$ cat config.mk
export PLATFORM = sky130hd
export DESIGN_NAME = scss_supervisor
export DESIGN_NICKNAME = d
export VERILOG_FILES = /design/src/design/scss_pkg.sv /design/src/design/scss_supervisor.sv
export SDC_FILE = /design/constraint.sdc
export NUM_CORES = 1
export LEC_CHECK = 0
export BUFFER_PORTS_ARGS = -buffer_cell sky130_fd_sc_hd__clkbuf_2
export CELL_PAD_IN_SITES_DETAIL_PLACEMENT = 1
export CELL_PAD_IN_SITES_GLOBAL_PLACEMENT = 1
export CORE_AREA = 2 2 192 194
export CTS_BUF_LIST = sky130_fd_sc_hd__clkbuf_4
export CTS_CLUSTER_DIAMETER = 50
export DETAILED_ROUTE_END_ITERATION = 7
export DIE_AREA = 0 0 194 196
export PLACE_DENSITY = 0.61
export SLEW_MARGIN = 25
export SYNTH_ARGS = -nofsm -noshare
export SYNTH_HDL_FRONTEND = slang
export SYNTH_SLANG_ARGS = --single-unit
$ cat constraint.sdc
create_clock -name sys_clk -period 3.2 [get_ports sys_clk]
set_input_delay 0.8 -clock sys_clk [delete_from_list [all_inputs] [get_ports sys_clk]]
set_output_delay 0.8 -clock sys_clk [all_outputs]
set_load 0.01 [all_outputs]
$ cat src/design/scss_pkg.sv
// Purpose: Shared constants and types for the safety card state supervisor
// Assumes: 20 MHz system clock, 32-bit register port
// Notes: Times are kept in their own unit; cycle counts are derived from them
package scss_pkg;
   localparam int unsigned CLK_HZ = 20_000_000;
   localparam int unsigned CLK_PER_US = CLK_HZ / 1_000_000;
   localparam int unsigned CLK_PER_MS = CLK_HZ / 1_000;
   // Least low time on stop-request or reset pin, microseconds
   localparam int unsigned STOP_HOLD_US = 2000;
   localparam int unsigned STOP_HOLD_CYC = STOP_HOLD_US * CLK_PER_US;
   // Startup run-up time, milliseconds
   localparam int unsigned RUNUP_MS = 2000;
   localparam int unsigned RUNUP_CYC = RUNUP_MS * CLK_PER_MS;
   // Half period of a flashing indicator, milliseconds
   localparam int unsigned FLASH_MS = 250;
   localparam int unsigned FLASH_CYC = FLASH_MS * CLK_PER_MS;
   // Longest tolerated disagreement between the two input channels, microseconds
   localparam int unsigned DISC_US = 1000;
   localparam int unsigned DISC_CYC = DISC_US * CLK_PER_US;
   localparam int unsigned SAFE_IN_N = 9;
   localparam int unsigned STACK_DEPTH = 16;
   // Register offsets (byte addresses)
   localparam logic [7:0] REG_CTRL = 8'h00;
   localparam logic [7:0] REG_STATUS = 8'h04;
   localparam logic [7:0] REG_ERR_CNT = 8'h08;
   localparam logic [7:0] REG_ERR_IDX = 8'h0C;
   localparam logic [7:0] REG_ERR_DATA = 8'h10;
   // Control register bit positions (write-one pulses)
   localparam int unsigned CTRL_CFG_DEMAND = 0;
   localparam int unsigned CTRL_CARD_RESET = 1;
   localparam int unsigned CTRL_STACK_CLR = 2;
   // Status register field positions
   localparam int unsigned ST_STATE_LSB = 0;
   localparam int unsigned ST_ERR = 4;
   localparam int unsigned ST_CFG_VALID = 5;
   localparam int unsigned ST_SS1_TRIG = 6;
   localparam int unsigned ST_STOPPED = 7;
   // Reset values
   localparam logic CFG_VALID_RST = 1'b1;
   localparam logic PWR_FLAG_RST = 1'b1;
   // Error stack entry codes
   localparam logic [7:0] EV_DISC_ERR = 8'h01;
   localparam logic [7:0] EV_PD_FAIL = 8'h02;
   localparam logic [7:0] EV_CFG_BAD = 8'h03;
   localparam logic [7:0] EV_STOP_REQ = 8'h10;
   localparam logic [7:0] EV_SS1_ENTER = 8'h11;
   localparam logic [7:0] EV_SAFE_EDGE = 8'h20;

   typedef enum logic [2:0] {
      ST_PWR_ON, ST_TORQUE_OFF, ST_CONFIG, ST_STARTUP, ST_NORMAL, ST_SAFE_OP, ST_STOP_RAMP
   } scss_state_t;

   // Status from the host drive logic, same clock domain
   typedef struct packed {
      logic cfg_done;
      logic cfg_bad;
      logic sf_active;
      logic limit_violation;
      logic stop_demand;
      logic ext_error;
      logic standstill;
   } scss_host_in_t;

   // Front indicators
   typedef struct packed {
      logic run;
      logic cfg;
      logic torque_off;
   } scss_led_t;
endpackage

$ cat src/design/scss_supervisor.sv
// Purpose: Operating-state supervisor of a motor-drive safety card
// Assumes: Stop-request, reset, safe inputs and disabler feedback are asynchronous pins
// Notes: Long counts are parameters so that simulation can shorten them
`timescale 1ns/1ns
module scss_supervisor
   import scss_pkg::*;
#(
   parameter int unsigned STOP_HOLD = STOP_HOLD_CYC,
   parameter int unsigned RUNUP = RUNUP_CYC,
   parameter int unsigned FLASH = FLASH_CYC,
   parameter int unsigned DISC = DISC_CYC,
   parameter int unsigned N_SAFE = SAFE_IN_N,
   parameter int unsigned DEPTH = STACK_DEPTH
)
(
   // Clock and reset
   input wire logic sys_clk,
   input wire logic arst_n,
   // Register port
   input wire logic [7:0] reg_addr,
   input wire logic [31:0] reg_wdata,
   input wire logic reg_wr,
   input wire logic reg_rd,
   output logic [31:0] reg_rdata,
   // Pins from the machine
   input wire logic stop_request_input_n,
   input wire logic reset_in_n,
   input wire logic [N_SAFE-1:0] safe_in_a,
   input wire logic [N_SAFE-1:0] safe_in_b,
   input wire logic pd_feedback,
   // Host drive logic
   input wire scss_host_in_t host_in,
   output logic torque_off,
   output logic brake_ramp_en,
   output logic host_fault,
   output logic pd_test,
   // Indicators and feedback
   output scss_led_t led,
   output logic torque_off_feedback_output
);
   localparam int unsigned PW = (DEPTH > 1) ? $clog2(DEPTH) : 1;
   localparam int unsigned HALF = RUNUP / 2;

   scss_state_t state_ff, nxt_state;
   logic [1:0] stop_sync_ff, rst_sync_ff, pdfb_sync_ff;
   logic [N_SAFE-1:0] sa_meta_ff, sa_ff, sa_old_ff, sb_meta_ff, sb_ff;
   logic [31:0] low_cnt_ff, runup_cnt_ff, flash_cnt_ff, disc_cnt_ff;
   logic stop_acc_ff, restart_pend_ff, pwr_flag_ff, cfg_valid_ff, err_ff;
   logic ss1_trig_ff, stopped_ff, blink_ff, cfg_demand_ff, soft_reset_ff;
   logic [PW-1:0] err_idx_ff, wr_ptr_ff;
   logic [7:0] err_cnt_ff;
   logic [7:0] stack_mem [DEPTH];
   logic pins_high, card_restart, disc_err, pd_fail, err_set, log_en;
   logic [7:0] log_code;

   // Two-flop synchronisers; only the second stage feeds logic
   always_ff @(posedge sys_clk or negedge arst_n)
   begin
      if (!arst_n)
      begin
         stop_sync_ff <= 2'h0;
         rst_sync_ff <= 2'h0;
         pdfb_sync_ff <= 2'h0;
         sa_meta_ff <= '0;
         sa_ff <= '0;
         sa_old_ff <= '0;
         sb_meta_ff <= '0;
         sb_ff <= '0;
      end
      else
      begin
         stop_sync_ff <= {stop_sync_ff[0], stop_request_input_n};
         rst_sync_ff <= {rst_sync_ff[0], reset_in_n};
         pdfb_sync_ff <= {pdfb_sync_ff[0], pd_feedback};
         sa_meta_ff <= safe_in_a;
         sa_ff <= sa_meta_ff;
         sa_old_ff <= sa_ff;
         sb_meta_ff <= safe_in_b;
         sb_ff <= sb_meta_ff;
      end
   end

   assign pins_high = stop_sync_ff[1] & rst_sync_ff[1];
   // A card reset is the release of an accepted stop request or a software pulse
   assign card_restart = (stop_acc_ff & pins_high) | soft_reset_ff;

   // Low-time filter: a request counts only after the full hold time
   always_ff @(posedge sys_clk or negedge arst_n)
   begin
      if (!arst_n)
      begin
         low_cnt_ff <= 32'h0;
         stop_acc_ff <= 1'b0;
      end
      else if (pins_high)
      begin
         low_cnt_ff <= 32'h0;
         stop_acc_ff <= 1'b0;
      end
      else if (low_cnt_ff >= STOP_HOLD - 1)
         stop_acc_ff <= 1'b1;
      else
         low_cnt_ff <= low_cnt_ff + 32'h1;
   end

   // Channel disagreement on any safe input is an internal error after a grace time
   always_ff @(posedge sys_clk or negedge arst_n)
   begin
      if (!arst_n)
         disc_cnt_ff <= 32'h0;
      else if ((sa_ff == sb_ff) || state_ff == ST_PWR_ON)
         disc_cnt_ff <= 32'h0;
      else if (disc_cnt_ff < DISC)
         disc_cnt_ff <= disc_cnt_ff + 32'h1;
   end

   assign disc_err = (disc_cnt_ff == DISC - 1);
   // Disabler test: forced off in the first half, released in the second
   assign pd_fail = (state_ff == ST_STARTUP) &&
      (((runup_cnt_ff == HALF - 1) && !pdfb_sync_ff[1]) ||
       ((runup_cnt_ff == RUNUP - 1) && pdfb_sync_ff[1]));
   assign err_set = disc_err | pd_fail | (state_ff == ST_CONFIG && host_in.cfg_bad);

   // Latched internal error; a new error wins over a simultaneous restart
   always_ff @(posedge sys_clk or negedge arst_n)
   begin
      if (!arst_n)
         err_ff <= 1'b0;
      else if (err_set)
         err_ff <= 1'b1;
      else if (card_restart)
         err_ff <= 1'b0;
   end

   // Next state; outside power-on and torque-off the internal error is checked before anything else
   always_comb
   begin
      nxt_state = state_ff;
      case (state_ff)
         ST_PWR_ON:
            nxt_state = ST_TORQUE_OFF;
         ST_TORQUE_OFF:
            if (cfg_demand_ff)
               nxt_state = ST_CONFIG;
            else if ((pwr_flag_ff || restart_pend_ff) && cfg_valid_ff && !err_ff &&
                     pins_high && !stop_acc_ff)
               nxt_state = ST_STARTUP;
         ST_CONFIG:
            if (err_ff || host_in.cfg_bad)
               nxt_state = ST_TORQUE_OFF;
            else if (host_in.cfg_done)
               nxt_state = ST_NORMAL;
         ST_STARTUP:
            if (err_ff || pd_fail || stop_acc_ff)
               nxt_state = ST_TORQUE_OFF;
            else if (runup_cnt_ff == RUNUP - 1)
               nxt_state = ST_NORMAL;
         ST_NORMAL:
            if (err_ff)
               nxt_state = ST_TORQUE_OFF;
            else if (stop_acc_ff)
               nxt_state = ST_STOP_RAMP;
            else if (host_in.sf_active)
               nxt_state = ST_SAFE_OP;
         ST_SAFE_OP:
            if (err_ff)
               nxt_state = ST_TORQUE_OFF;
            else if (host_in.ext_error || host_in.limit_violation ||
                     host_in.stop_demand || stop_acc_ff)
               nxt_state = ST_STOP_RAMP;
            else if (!host_in.sf_active)
               nxt_state = ST_NORMAL;
         ST_STOP_RAMP:
            if (err_ff || host_in.standstill)
               nxt_state = ST_TORQUE_OFF;
         default:
            nxt_state = ST_TORQUE_OFF;
      endcase
   end

   // State register
   always_ff @(posedge sys_clk or negedge arst_n)
   begin
      if (!arst_n)
         state_ff <= ST_PWR_ON;
      else
         state_ff <= nxt_state;
   end

   // Start permissions: power-on flag, pending restart, valid configuration
   always_ff @(posedge sys_clk or negedge arst_n)
   begin
      if (!arst_n)
      begin
         pwr_flag_ff <= PWR_FLAG_RST;
         restart_pend_ff <= 1'b0;
         cfg_valid_ff <= CFG_VALID_RST;
      end
      else
      begin
         if (nxt_state == ST_STARTUP || nxt_state == ST_CONFIG)
            pwr_flag_ff <= 1'b0;
         if (card_restart)
            restart_pend_ff <= 1'b1;
         else if (nxt_state == ST_STARTUP)
            restart_pend_ff <= 1'b0;
         if (state_ff == ST_CONFIG && host_in.cfg_bad)
            cfg_valid_ff <= 1'b0;
         else if (state_ff == ST_CONFIG && host_in.cfg_done)
            cfg_valid_ff <= 1'b1;
      end
   end

   // Controlled-stop and stopped-condition markers for the red indicator
   always_ff @(posedge sys_clk or negedge arst_n)
   begin
      if (!arst_n)
      begin
         ss1_trig_ff <= 1'b0;
         stopped_ff <= 1'b0;
      end
      else
      begin
         if (nxt_state == ST_STOP_RAMP)
            ss1_trig_ff <= 1'b1;
         else if (card_restart)
            ss1_trig_ff <= 1'b0;
         if (state_ff == ST_STOP_RAMP && nxt_state == ST_TORQUE_OFF && stop_acc_ff)
            stopped_ff <= 1'b1;
         else if (card_restart)
            stopped_ff <= 1'b0;
      end
   end

   // Run-up counter for the startup self-test
   always_ff @(posedge sys_clk or negedge arst_n)
   begin
      if (!arst_n)
         runup_cnt_ff <= 32'h0;
      else if (state_ff == ST_STARTUP)
         runup_cnt_ff <= runup_cnt_ff + 32'h1;
      else
         runup_cnt_ff <= 32'h0;
   end

   // Flash divider; one toggle every half period
   always_ff @(posedge sys_clk or negedge arst_n)
   begin
      if (!arst_n)
      begin
         flash_cnt_ff <= 32'h0;
         blink_ff <= 1'b0;
      end
      else if (flash_cnt_ff == FLASH - 1)
      begin
         flash_cnt_ff <= 32'h0;
         blink_ff <= ~blink_ff;
      end
      else
         flash_cnt_ff <= flash_cnt_ff + 32'h1;
   end

   // Outputs follow the next state so they line up with state_ff
   always_ff @(posedge sys_clk or negedge arst_n)
   begin
      if (!arst_n)
      begin
         torque_off <= 1'b1;
         torque_off_feedback_output <= 1'b0;
         brake_ramp_en <= 1'b0;
         host_fault <= 1'b0;
         pd_test <= 1'b0;
      end
      else
      begin
         torque_off <= !(nxt_state inside {ST_NORMAL, ST_SAFE_OP, ST_STOP_RAMP});
         torque_off_feedback_output <= (nxt_state == ST_TORQUE_OFF);
         brake_ramp_en <= (nxt_state == ST_STOP_RAMP);
         host_fault <= err_ff | err_set;
         pd_test <= (nxt_state == ST_STARTUP) && (runup_cnt_ff < HALF - 1);
      end
   end

   // Indicators: run flashes in startup, red flashes in the stopped condition
   always_ff @(posedge sys_clk or negedge arst_n)
   begin
      if (!arst_n)
         led <= '0;
      else
      begin
         led.run <= (nxt_state == ST_STARTUP) ? blink_ff :
            (nxt_state inside {ST_NORMAL, ST_SAFE_OP});
         led.cfg <= (nxt_state == ST_CONFIG);
         led.torque_off <= (nxt_state != ST_TORQUE_OFF) ? 1'b0 :
            stopped_ff ? blink_ff : (err_ff | ss1_trig_ff);
      end
   end

   // Event selection for the error stack; errors first, then messages
   always_comb
   begin
      log_en = 1'b1;
      log_code = 8'h00;
      if (disc_err)
         log_code = EV_DISC_ERR;
      else if (pd_fail)
         log_code = EV_PD_FAIL;
      else if (state_ff == ST_CONFIG && host_in.cfg_bad)
         log_code = EV_CFG_BAD;
      else if (state_ff != ST_STOP_RAMP && nxt_state == ST_STOP_RAMP)
         log_code = EV_SS1_ENTER;
      else if (low_cnt_ff == STOP_HOLD - 1 && !pins_high && !stop_acc_ff)
         log_code = EV_STOP_REQ;
      else if (sa_ff != sa_old_ff)
         log_code = EV_SAFE_EDGE;
      else
         log_en = 1'b0;
   end

   // Error stack storage; it wraps and keeps the newest entries
   always_ff @(posedge sys_clk)
   begin
      if (log_en)
         stack_mem[wr_ptr_ff] <= log_code;
   end

   always_ff @(posedge sys_clk or negedge arst_n)
   begin
      if (!arst_n)
      begin
         wr_ptr_ff <= '0;
         err_cnt_ff <= 8'h00;
      end
      else if (log_en)
      begin
         wr_ptr_ff <= (wr_ptr_ff == PW'(DEPTH - 1)) ? '0 : wr_ptr_ff + PW'(1);
         if (err_cnt_ff != 8'hFF)
            err_cnt_ff <= err_cnt_ff + 8'h01;
      end
      else if (reg_wr && reg_addr == REG_CTRL && reg_wdata[CTRL_STACK_CLR])
      begin
         wr_ptr_ff <= '0;
         err_cnt_ff <= 8'h00;
      end
   end

   // Register writes; control bits are one-cycle pulses
   always_ff @(posedge sys_clk or negedge arst_n)
   begin
      if (!arst_n)
      begin
         cfg_demand_ff <= 1'b0;
         soft_reset_ff <= 1'b0;
         err_idx_ff <= '0;
      end
      else
      begin
         cfg_demand_ff <= reg_wr && reg_addr == REG_CTRL && reg_wdata[CTRL_CFG_DEMAND];
         soft_reset_ff <= reg_wr && reg_addr == REG_CTRL && reg_wdata[CTRL_CARD_RESET];
         if (reg_wr && reg_addr == REG_ERR_IDX)
            err_idx_ff <= reg_wdata[PW-1:0];
      end
   end

   // Read data stands for one cycle; unmapped addresses read zero
   always_ff @(posedge sys_clk or negedge arst_n)
   begin
      if (!arst_n)
         reg_rdata <= 32'h0;
      else if (!reg_rd)
         reg_rdata <= 32'h0;
      else
         case (reg_addr)
            REG_STATUS:
            begin
               reg_rdata <= 32'h0;
               reg_rdata[ST_STATE_LSB +: 3] <= state_ff;
               reg_rdata[ST_ERR] <= err_ff;
               reg_rdata[ST_CFG_VALID] <= cfg_valid_ff;
               reg_rdata[ST_SS1_TRIG] <= ss1_trig_ff;
               reg_rdata[ST_STOPPED] <= stopped_ff;
            end
            REG_ERR_CNT:
               reg_rdata <= {24'h0, err_cnt_ff};
            REG_ERR_IDX:
               reg_rdata <= 32'(err_idx_ff);
            REG_ERR_DATA:
               reg_rdata <= {24'h0, stack_mem[err_idx_ff]};
            default:
               reg_rdata <= 32'h0;
         endcase
   end
endmodule

After elaboration in Yosys (flattened, before gate mapping) --
Memory sizes are Yosys's and may differ from the RTL's. Index checks and enable logic that the tools add are counted.
Cells by class: $lt $le $gt $ge 3, muxes and demuxes 55, add/subtract/negate cells 6, equality and inequality tests 29, bitwise operators 8, reductions and logical operators 49
Operators by type and width (count):
- 32-bit 2-to-1 mux | 6
- 32-bit by 1-bit adder with 32-bit output, second input constant | 4
- 3-bit 2-to-1 mux | 13
- 6-bit 2-to-1 mux | 6
- 32-bit by 15-bit == test with 1-bit output, second input constant | 1
- 32-bit by 16-bit == test with 1-bit output, second input constant | 1
- 32-bit by 23-bit == test with 1-bit output, second input constant | 1
- 32-bit by 25-bit == test with 1-bit output, second input constant | 1
- 32-bit by 26-bit == test with 1-bit output, second input constant | 1
- 32-bit by 16-bit greater-or-equal comparator with 1-bit output, second input constant | 1
- 32-bit by 15-bit less-than comparator with 1-bit output, second input constant | 1
- 32-bit by 25-bit less-than comparator with 1-bit output, second input constant | 1
- 8-bit 2-to-1 mux | 4
- 8-bit case mux with 4 select lines | 1
- 1-bit 2-to-1 mux | 21
- 1-bit logical AND | 20
- 3-bit == test, second input constant | 6
- 3-bit case mux with 6 select lines | 1
- 2-bit nonzero test | 9
- 8-bit by 4-bit == test with 1-bit output, second input constant | 2
- 3-bit by 2-bit == test with 1-bit output, second input constant | 4
- 4-bit 2-to-1 mux | 3
- 1-bit logical OR | 11
- 9-bit == test | 1
- 20 further kinds | 30
Word-level totals: output and inout bits 40, bits in writable memories 96, bits in registers 248, memories kept 1
Memory list:
- stack_mem | words 16, width 6, rd ports 1, clocked after memory_dff 0, write ports 1, RTL line scss_supervisor.sv:52 | logic [7:0] stack_mem [DEPTH];

Longest topological paths before layout --
word-level depth 16, mapped depth 11

Least setup slack after synthesis --
No wires, ideal clock.
path kind input port to flip-flop, start input host_in[3] (netlist name), end memory stack_mem[0][5] (netlist name) (data pin), cell stages on the path 8, required time 2.873 ns, arrival time 2.426 ns, buffers on the path 0, slack 0.447 ns, library setup time 0.327 ns, cell sequence o31a_1 > o21ai_0 > a21oi_1 > a31oi_1 > o21ai_2 > nand2_1 > nand2_1 > nor3_1
Between the ends: cells in the longest elaborated chain, start to end 12
Ends and longest elaborated chain:
- start, declared | RTL line scss_supervisor.sv:32 | input wire scss_host_in_t host_in,
- 1-bit logical OR (2 in series) | RTL line scss_supervisor.sv:168 | else if (host_in.ext_error || host_in.limit_violation ||
- 1-bit logical OR | RTL line scss_supervisor.sv:169 | host_in.stop_demand || stop_acc_ff)
- 3-bit 2-to-1 mux | RTL line scss_supervisor.sv:168
- 3-bit 2-to-1 mux | RTL line scss_supervisor.sv:166 | if (err_ff)
- 3-bit case mux with 6 select lines | RTL line scss_supervisor.sv:139 | case (state_ff)
- named net nxt_state[1] | RTL line scss_supervisor.sv:44 | scss_state_t state_ff, nxt_state;
- 3-bit == test | RTL line scss_supervisor.sv:310 | else if (state_ff != ST_STOP_RAMP && nxt_state == ST_STOP_RAMP)
- 1-bit logical AND | RTL line scss_supervisor.sv:310
- 6-bit 2-to-1 mux | RTL line scss_supervisor.sv:310
- 6-bit 2-to-1 mux | RTL line scss_supervisor.sv:308 | else if (state_ff == ST_CONFIG && host_in.cfg_bad)
- 6-bit 2-to-1 mux | RTL line scss_supervisor.sv:306 | else if (pd_fail)
- 6-bit 2-to-1 mux | RTL line scss_supervisor.sv:304 | if (disc_err)
- named net log_code[5] | RTL line scss_supervisor.sv:54 | logic [7:0] log_code;
- end, declared | RTL line scss_supervisor.sv:52
The timed path passes the listed nets, and every way through them passes these cells.

Worst setup path in the final report --
start register runup_cnt_ff[15], end memory stack_mem[2][4] (netlist name) (enable)
Between the ends: cells in the longest elaborated chain, start to end 16, elaborated cells on any way between the ends 19, classes of those cells 3 x eq/ne; 9 x mux; 7 x reduce/logical
Ends and longest elaborated chain:
- start, declared | RTL line scss_supervisor.sv:47 | logic [31:0] low_cnt_ff, runup_cnt_ff, flash_cnt_ff, disc_cnt_ff;
- start signal, assigned | RTL line scss_supervisor.sv:241 | runup_cnt_ff <= runup_cnt_ff + 32'h1;
- 32-bit by 25-bit == test with 1-bit output or 32-bit by 26-bit == test with 1-bit output (tied branches) | RTL line scss_supervisor.sv:120, scss_supervisor.sv:121, scss_supervisor.sv:156
- 1-bit logical AND, on equally long branches | RTL line scss_supervisor.sv:120, scss_supervisor.sv:121
- 1-bit logical OR | RTL line scss_supervisor.sv:120 | (((runup_cnt_ff == HALF - 1) && !pdfb_sync_ff[1]) ||
- 1-bit logical AND | RTL line scss_supervisor.sv:119 | assign pd_fail = (state_ff == ST_STARTUP) &&
- 1-bit logical OR (2 in series) | RTL line scss_supervisor.sv:154 | if (err_ff || pd_fail || stop_acc_ff)
- 3-bit 2-to-1 mux | RTL line scss_supervisor.sv:154
- 3-bit case mux with 6 select lines | RTL line scss_supervisor.sv:139
- 3-bit == test | RTL line scss_supervisor.sv:310
- 1-bit logical AND | RTL line scss_supervisor.sv:310
- 1-bit 2-to-1 mux | RTL line scss_supervisor.sv:310
- 1-bit 2-to-1 mux | RTL line scss_supervisor.sv:308
- 1-bit 2-to-1 mux (*) | RTL line scss_supervisor.sv:306
- 1-bit 2-to-1 mux (*) | RTL line scss_supervisor.sv:304
- 1-bit 2-to-1 mux (*) | RTL line scss_supervisor.sv:323 | if (log_en)
- 1-bit 2-to-1 mux (not written as such) (*) | RTL line scss_supervisor.sv:324 | stack_mem[wr_ptr_ff] <= log_code;
Every way passes the cells marked *; elsewhere a longest branch is shown, timed or not.

==> results.cfg <==
[outcome]
outcome = finished clean

[finish]
nNetsFinal = 1242
syn_to_final_growth_pct = 16.4
drive_above_1_share = 0.220

[pwr]
p_leak_nw = 6.21
pwr-share-clk = 0.409
switchingPower_mw = 2.22
swShare = 0.264
comb_power_share = 0.091
peakVddDrop_v = 0.000325
power_mw = 8.41
intPower_mw = 6.20
p_seq_frac = 0.501
pwr_density_cell_nw_per_um2 = 583

[timing]
final-hold-violation-count = 0
fin_tns_setup_ps = 0
maxSlewViolCount = 0
worstMarginPinSlew_ps = 772
finalSetupViolCount = 0
timing.slew.headroom = 0.485
period_needed_ps = 2970
clock.fmax_ghz = 0.336
finClkSkew_ps = 57.1
rsz0062_at_grt = false
fin_ws_ps = 228
finalCritPeriodShare = 0.929

[synthesis]
synth_edf_count = 64
avgSynthCellArea_sq_um = 12.2
async_reset_ff_frac = 0.778
synth-seq-cells = 288
syn_area_sq_um = 12400
synth_ff_type = dfrtp_1
ys_seq_area_frac = 0.608
synthCells = 1017
synthDistinctLibCells = 73
yosys_warnings = 0

[worst_setup_path]
rr_endpoint = stack_mem[2][4]
critPathLaunchType = flip-flop
r2r_slack_ps = 230
criticalPathCategory = reg2reg
crit_fanout = 11
end_kind = flip-flop
path_buf_inv = 2
worst_r2r_startpoint = runup_cnt_ff[15]
cpMaxStageDelayCell = or3b_2
cp_top_family = simple AND/OR/NAND/NOR gates
cp.required_ps = 3600
worstPathArrival_ps = 3370
slowest_delay_ps = 500
cp_cell_sequence = or3b_2, nor4_4, buf_4, a31oi_1, nor4_4, a21oi_2, buf_4, nor3_2, and2_1
worstRegToRegCells = 9

[placed_design]
place.gp.congestion = 0.763
io_buffer_count = 59
hpwl_microns = 18700
pre_cts_ws_ps = 44.6

[route]
via_count = 8123
ant_nets = 0
first_pass_iters = 4
totalWireLength_microns = 27500
drc_errors = 0
dr.first_iter.drc_count = 355
via_per_inst = 4.80
detail_route.wl_per_cell_microns = 16.3

[global_route]
antenna_found_initial = 1
track_usage = 0.150
grt_overflow_total = 0
grt_pass1_vias = 8863
grt_max_degree = 76
grt_pass1_wl_microns = 46000

[worst_hold_path]
hp-class = in2reg
min-delay-start = stop_request_input_n
whs_endpoint = stop_sync_ff[0]
hold_depth = 1

[die]
die_area_sq_um = 38000
rows = 70
dieWidth_microns = 194
die_h_microns = 196
coreArea_sq_um = 36100
pin_count = 112
start_util = 0.343

[clock_network]
cts_tree = built
root_buffer = clkbuf_4
cts.sinks = 288
clockBufferDepth = 3
clk_pin_slew_ps = 70
clk_latency_ps = 730
htreeDepth = 3
cts_made_buffers = 81

[run]
maxCapViolCount = 0
## worst max-delay path by stage
| stage | from | to | slack [ps] | depth (start not counted) |
|---|---|---|---|---|
| final | runup_cnt_ff[15] | stack_mem[2][4] | 230 | 9 |
| after global routing | runup_cnt_ff[0] | stack_mem[0][4] | 50 | 10 |
| after CTS | runup_cnt_ff[28] | stack_mem[0][4] | 30 | 9 |
| after detailed placement | runup_cnt_ff[28] | stack_mem[0][4] | 40 | 9 |
| after global placement | runup_cnt_ff[28] | stack_mem[1][1] | 110 | 9 |
| after floorplan | host_in[3] | stack_mem[0][5] | 450 | 8 |
## logic make-up after synthesis
logic type | share of synthesized area
AO/OA/AOI/OAI | 0.0526
XOR/XNOR | 0.0685
other | 0.000303
multiplexers | 0.0468
buffers and inverters | 0.0290
flip-flops | 0.608
adder cells (fa/ha/maj) | 0.00909
AND/OR/NAND/NOR | 0.186
## metal layers
metal / GRT usage / wire length (microns)
met2: 0.248 / 13400
met4: 0.0620 / 663
met1: 0.188 / 12400
met5: 0 / 0
met3: 0.0382 / 1010
## registers in the layout, indices dropped and copies added (netlist names), 3 cells and up
register      count
low_cnt_ff       32
state_ff          3
sb_ff             9
disc_cnt_ff      32
sa_old_ff         9
sa_meta_ff        9
err_cnt_ff        8
stack_mem        64
reg_rdata         8
wr_ptr_ff         4
err_idx_ff        4
led               3
flash_cnt_ff     32
runup_cnt_ff     32
sa_ff             9
sb_meta_ff        9
## power by group through the flow
stage               logic, mW  clock network (mW)  registers, mW
finish                  0.764                3.44           4.21
global placement        0.746                   0           4.27
CTS                     0.787                3.60           4.21
detailed placement      0.782                   0           4.28
floorplan               0.569                   0           4.19
global route            0.868                3.80           4.25
## worst register-to-register path, cell delays in order, from the launching register on
cell and delay, ps:
dfrtp_1 450, or3b_2 500, nor4_4 270, buf_4 180
a31oi_1 130, nor4_4 330, a21oi_2 160, buf_4 200
nor3_2 180, and2_1 270
## cells in the mapped netlist (all sizes together) (8+ instances only)
master,number,area share
nand3,46,0.019
buf,28,0.017
and3,25,0.013
inv,16,0.0048
clkbuf,25,0.0076
and4,8,0.0057
edfxtp,64,0.16
nor3,25,0.010
nor4,20,0.013
nand4,18,0.0091
dfrtp,221,0.45
mux4,20,0.036
ha,9,0.0091
o21ai,19,0.0080
nor2b,12,0.0061
and2,64,0.033
xor2,59,0.042
xnor2,38,0.027
nand2,61,0.018
a21oi,19,0.0080
nor2,110,0.033
mux2,8,0.0073
or3,11,0.0056
## placed cells by master (no fill, tap or decap), types with 4 or more instances in the layout
cell,count
mux2i_1,4
a22o_1,5
xnor2_1,38
and3_1,25
nor4_1,17
a21oi_1,18
mux4_2,20
clkbuf_4,125
a22oi_1,7
mux2_2,8
a31oi_1,5
conb_1,24
nor4b_1,4
ha_1,9
a211o_1,4
nand2_1,61
nor3_1,24
or2_2,4
o21ai_0,18
xor2_1,59
buf_4,27
buf_12,4
nand3_1,46
or3_1,11
and2_1,63
nand4_1,18
nor3b_1,7
dfrtp_1,221
and4_1,8
clkinv_1,15
edfxtp_1,64
nor2_1,110
inv_1,16
nor2b_1,12
clkbuf_2,58
nand2b_1,7
## metrics by stage
step,hold slack (ps),instances,cell area (sq um),utilization
finish,169,1693,14400,0.400
global route,76.9,1693,14400,0.400
CTS,66.2,1691,14400,0.400
detailed placement,336,1544,13400,0.370
global placement,336,1544,13400,0.370
floorplan,331,1040,12500,-
## final cells by class
type                    count  area [sq um]
diodes                      1          2.50
clock buffers             125           938
clock inverters            21           116
fillers                  3964         21700
inverters                  16          60.1
multi-input cells         683          4600
flip-flops and latches    288          7530
well taps                 468           586
repair buffers             91           598
## timing repair
item / CTS / global route
resized for setup: 0 / 0
hold endpoints to repair: 30 / 0
endpoints found under the setup margin: 0 / 64
setup buffers: 0 / 1
hold buffers: 1 / 0
Power figures use the tool's default switching activity.
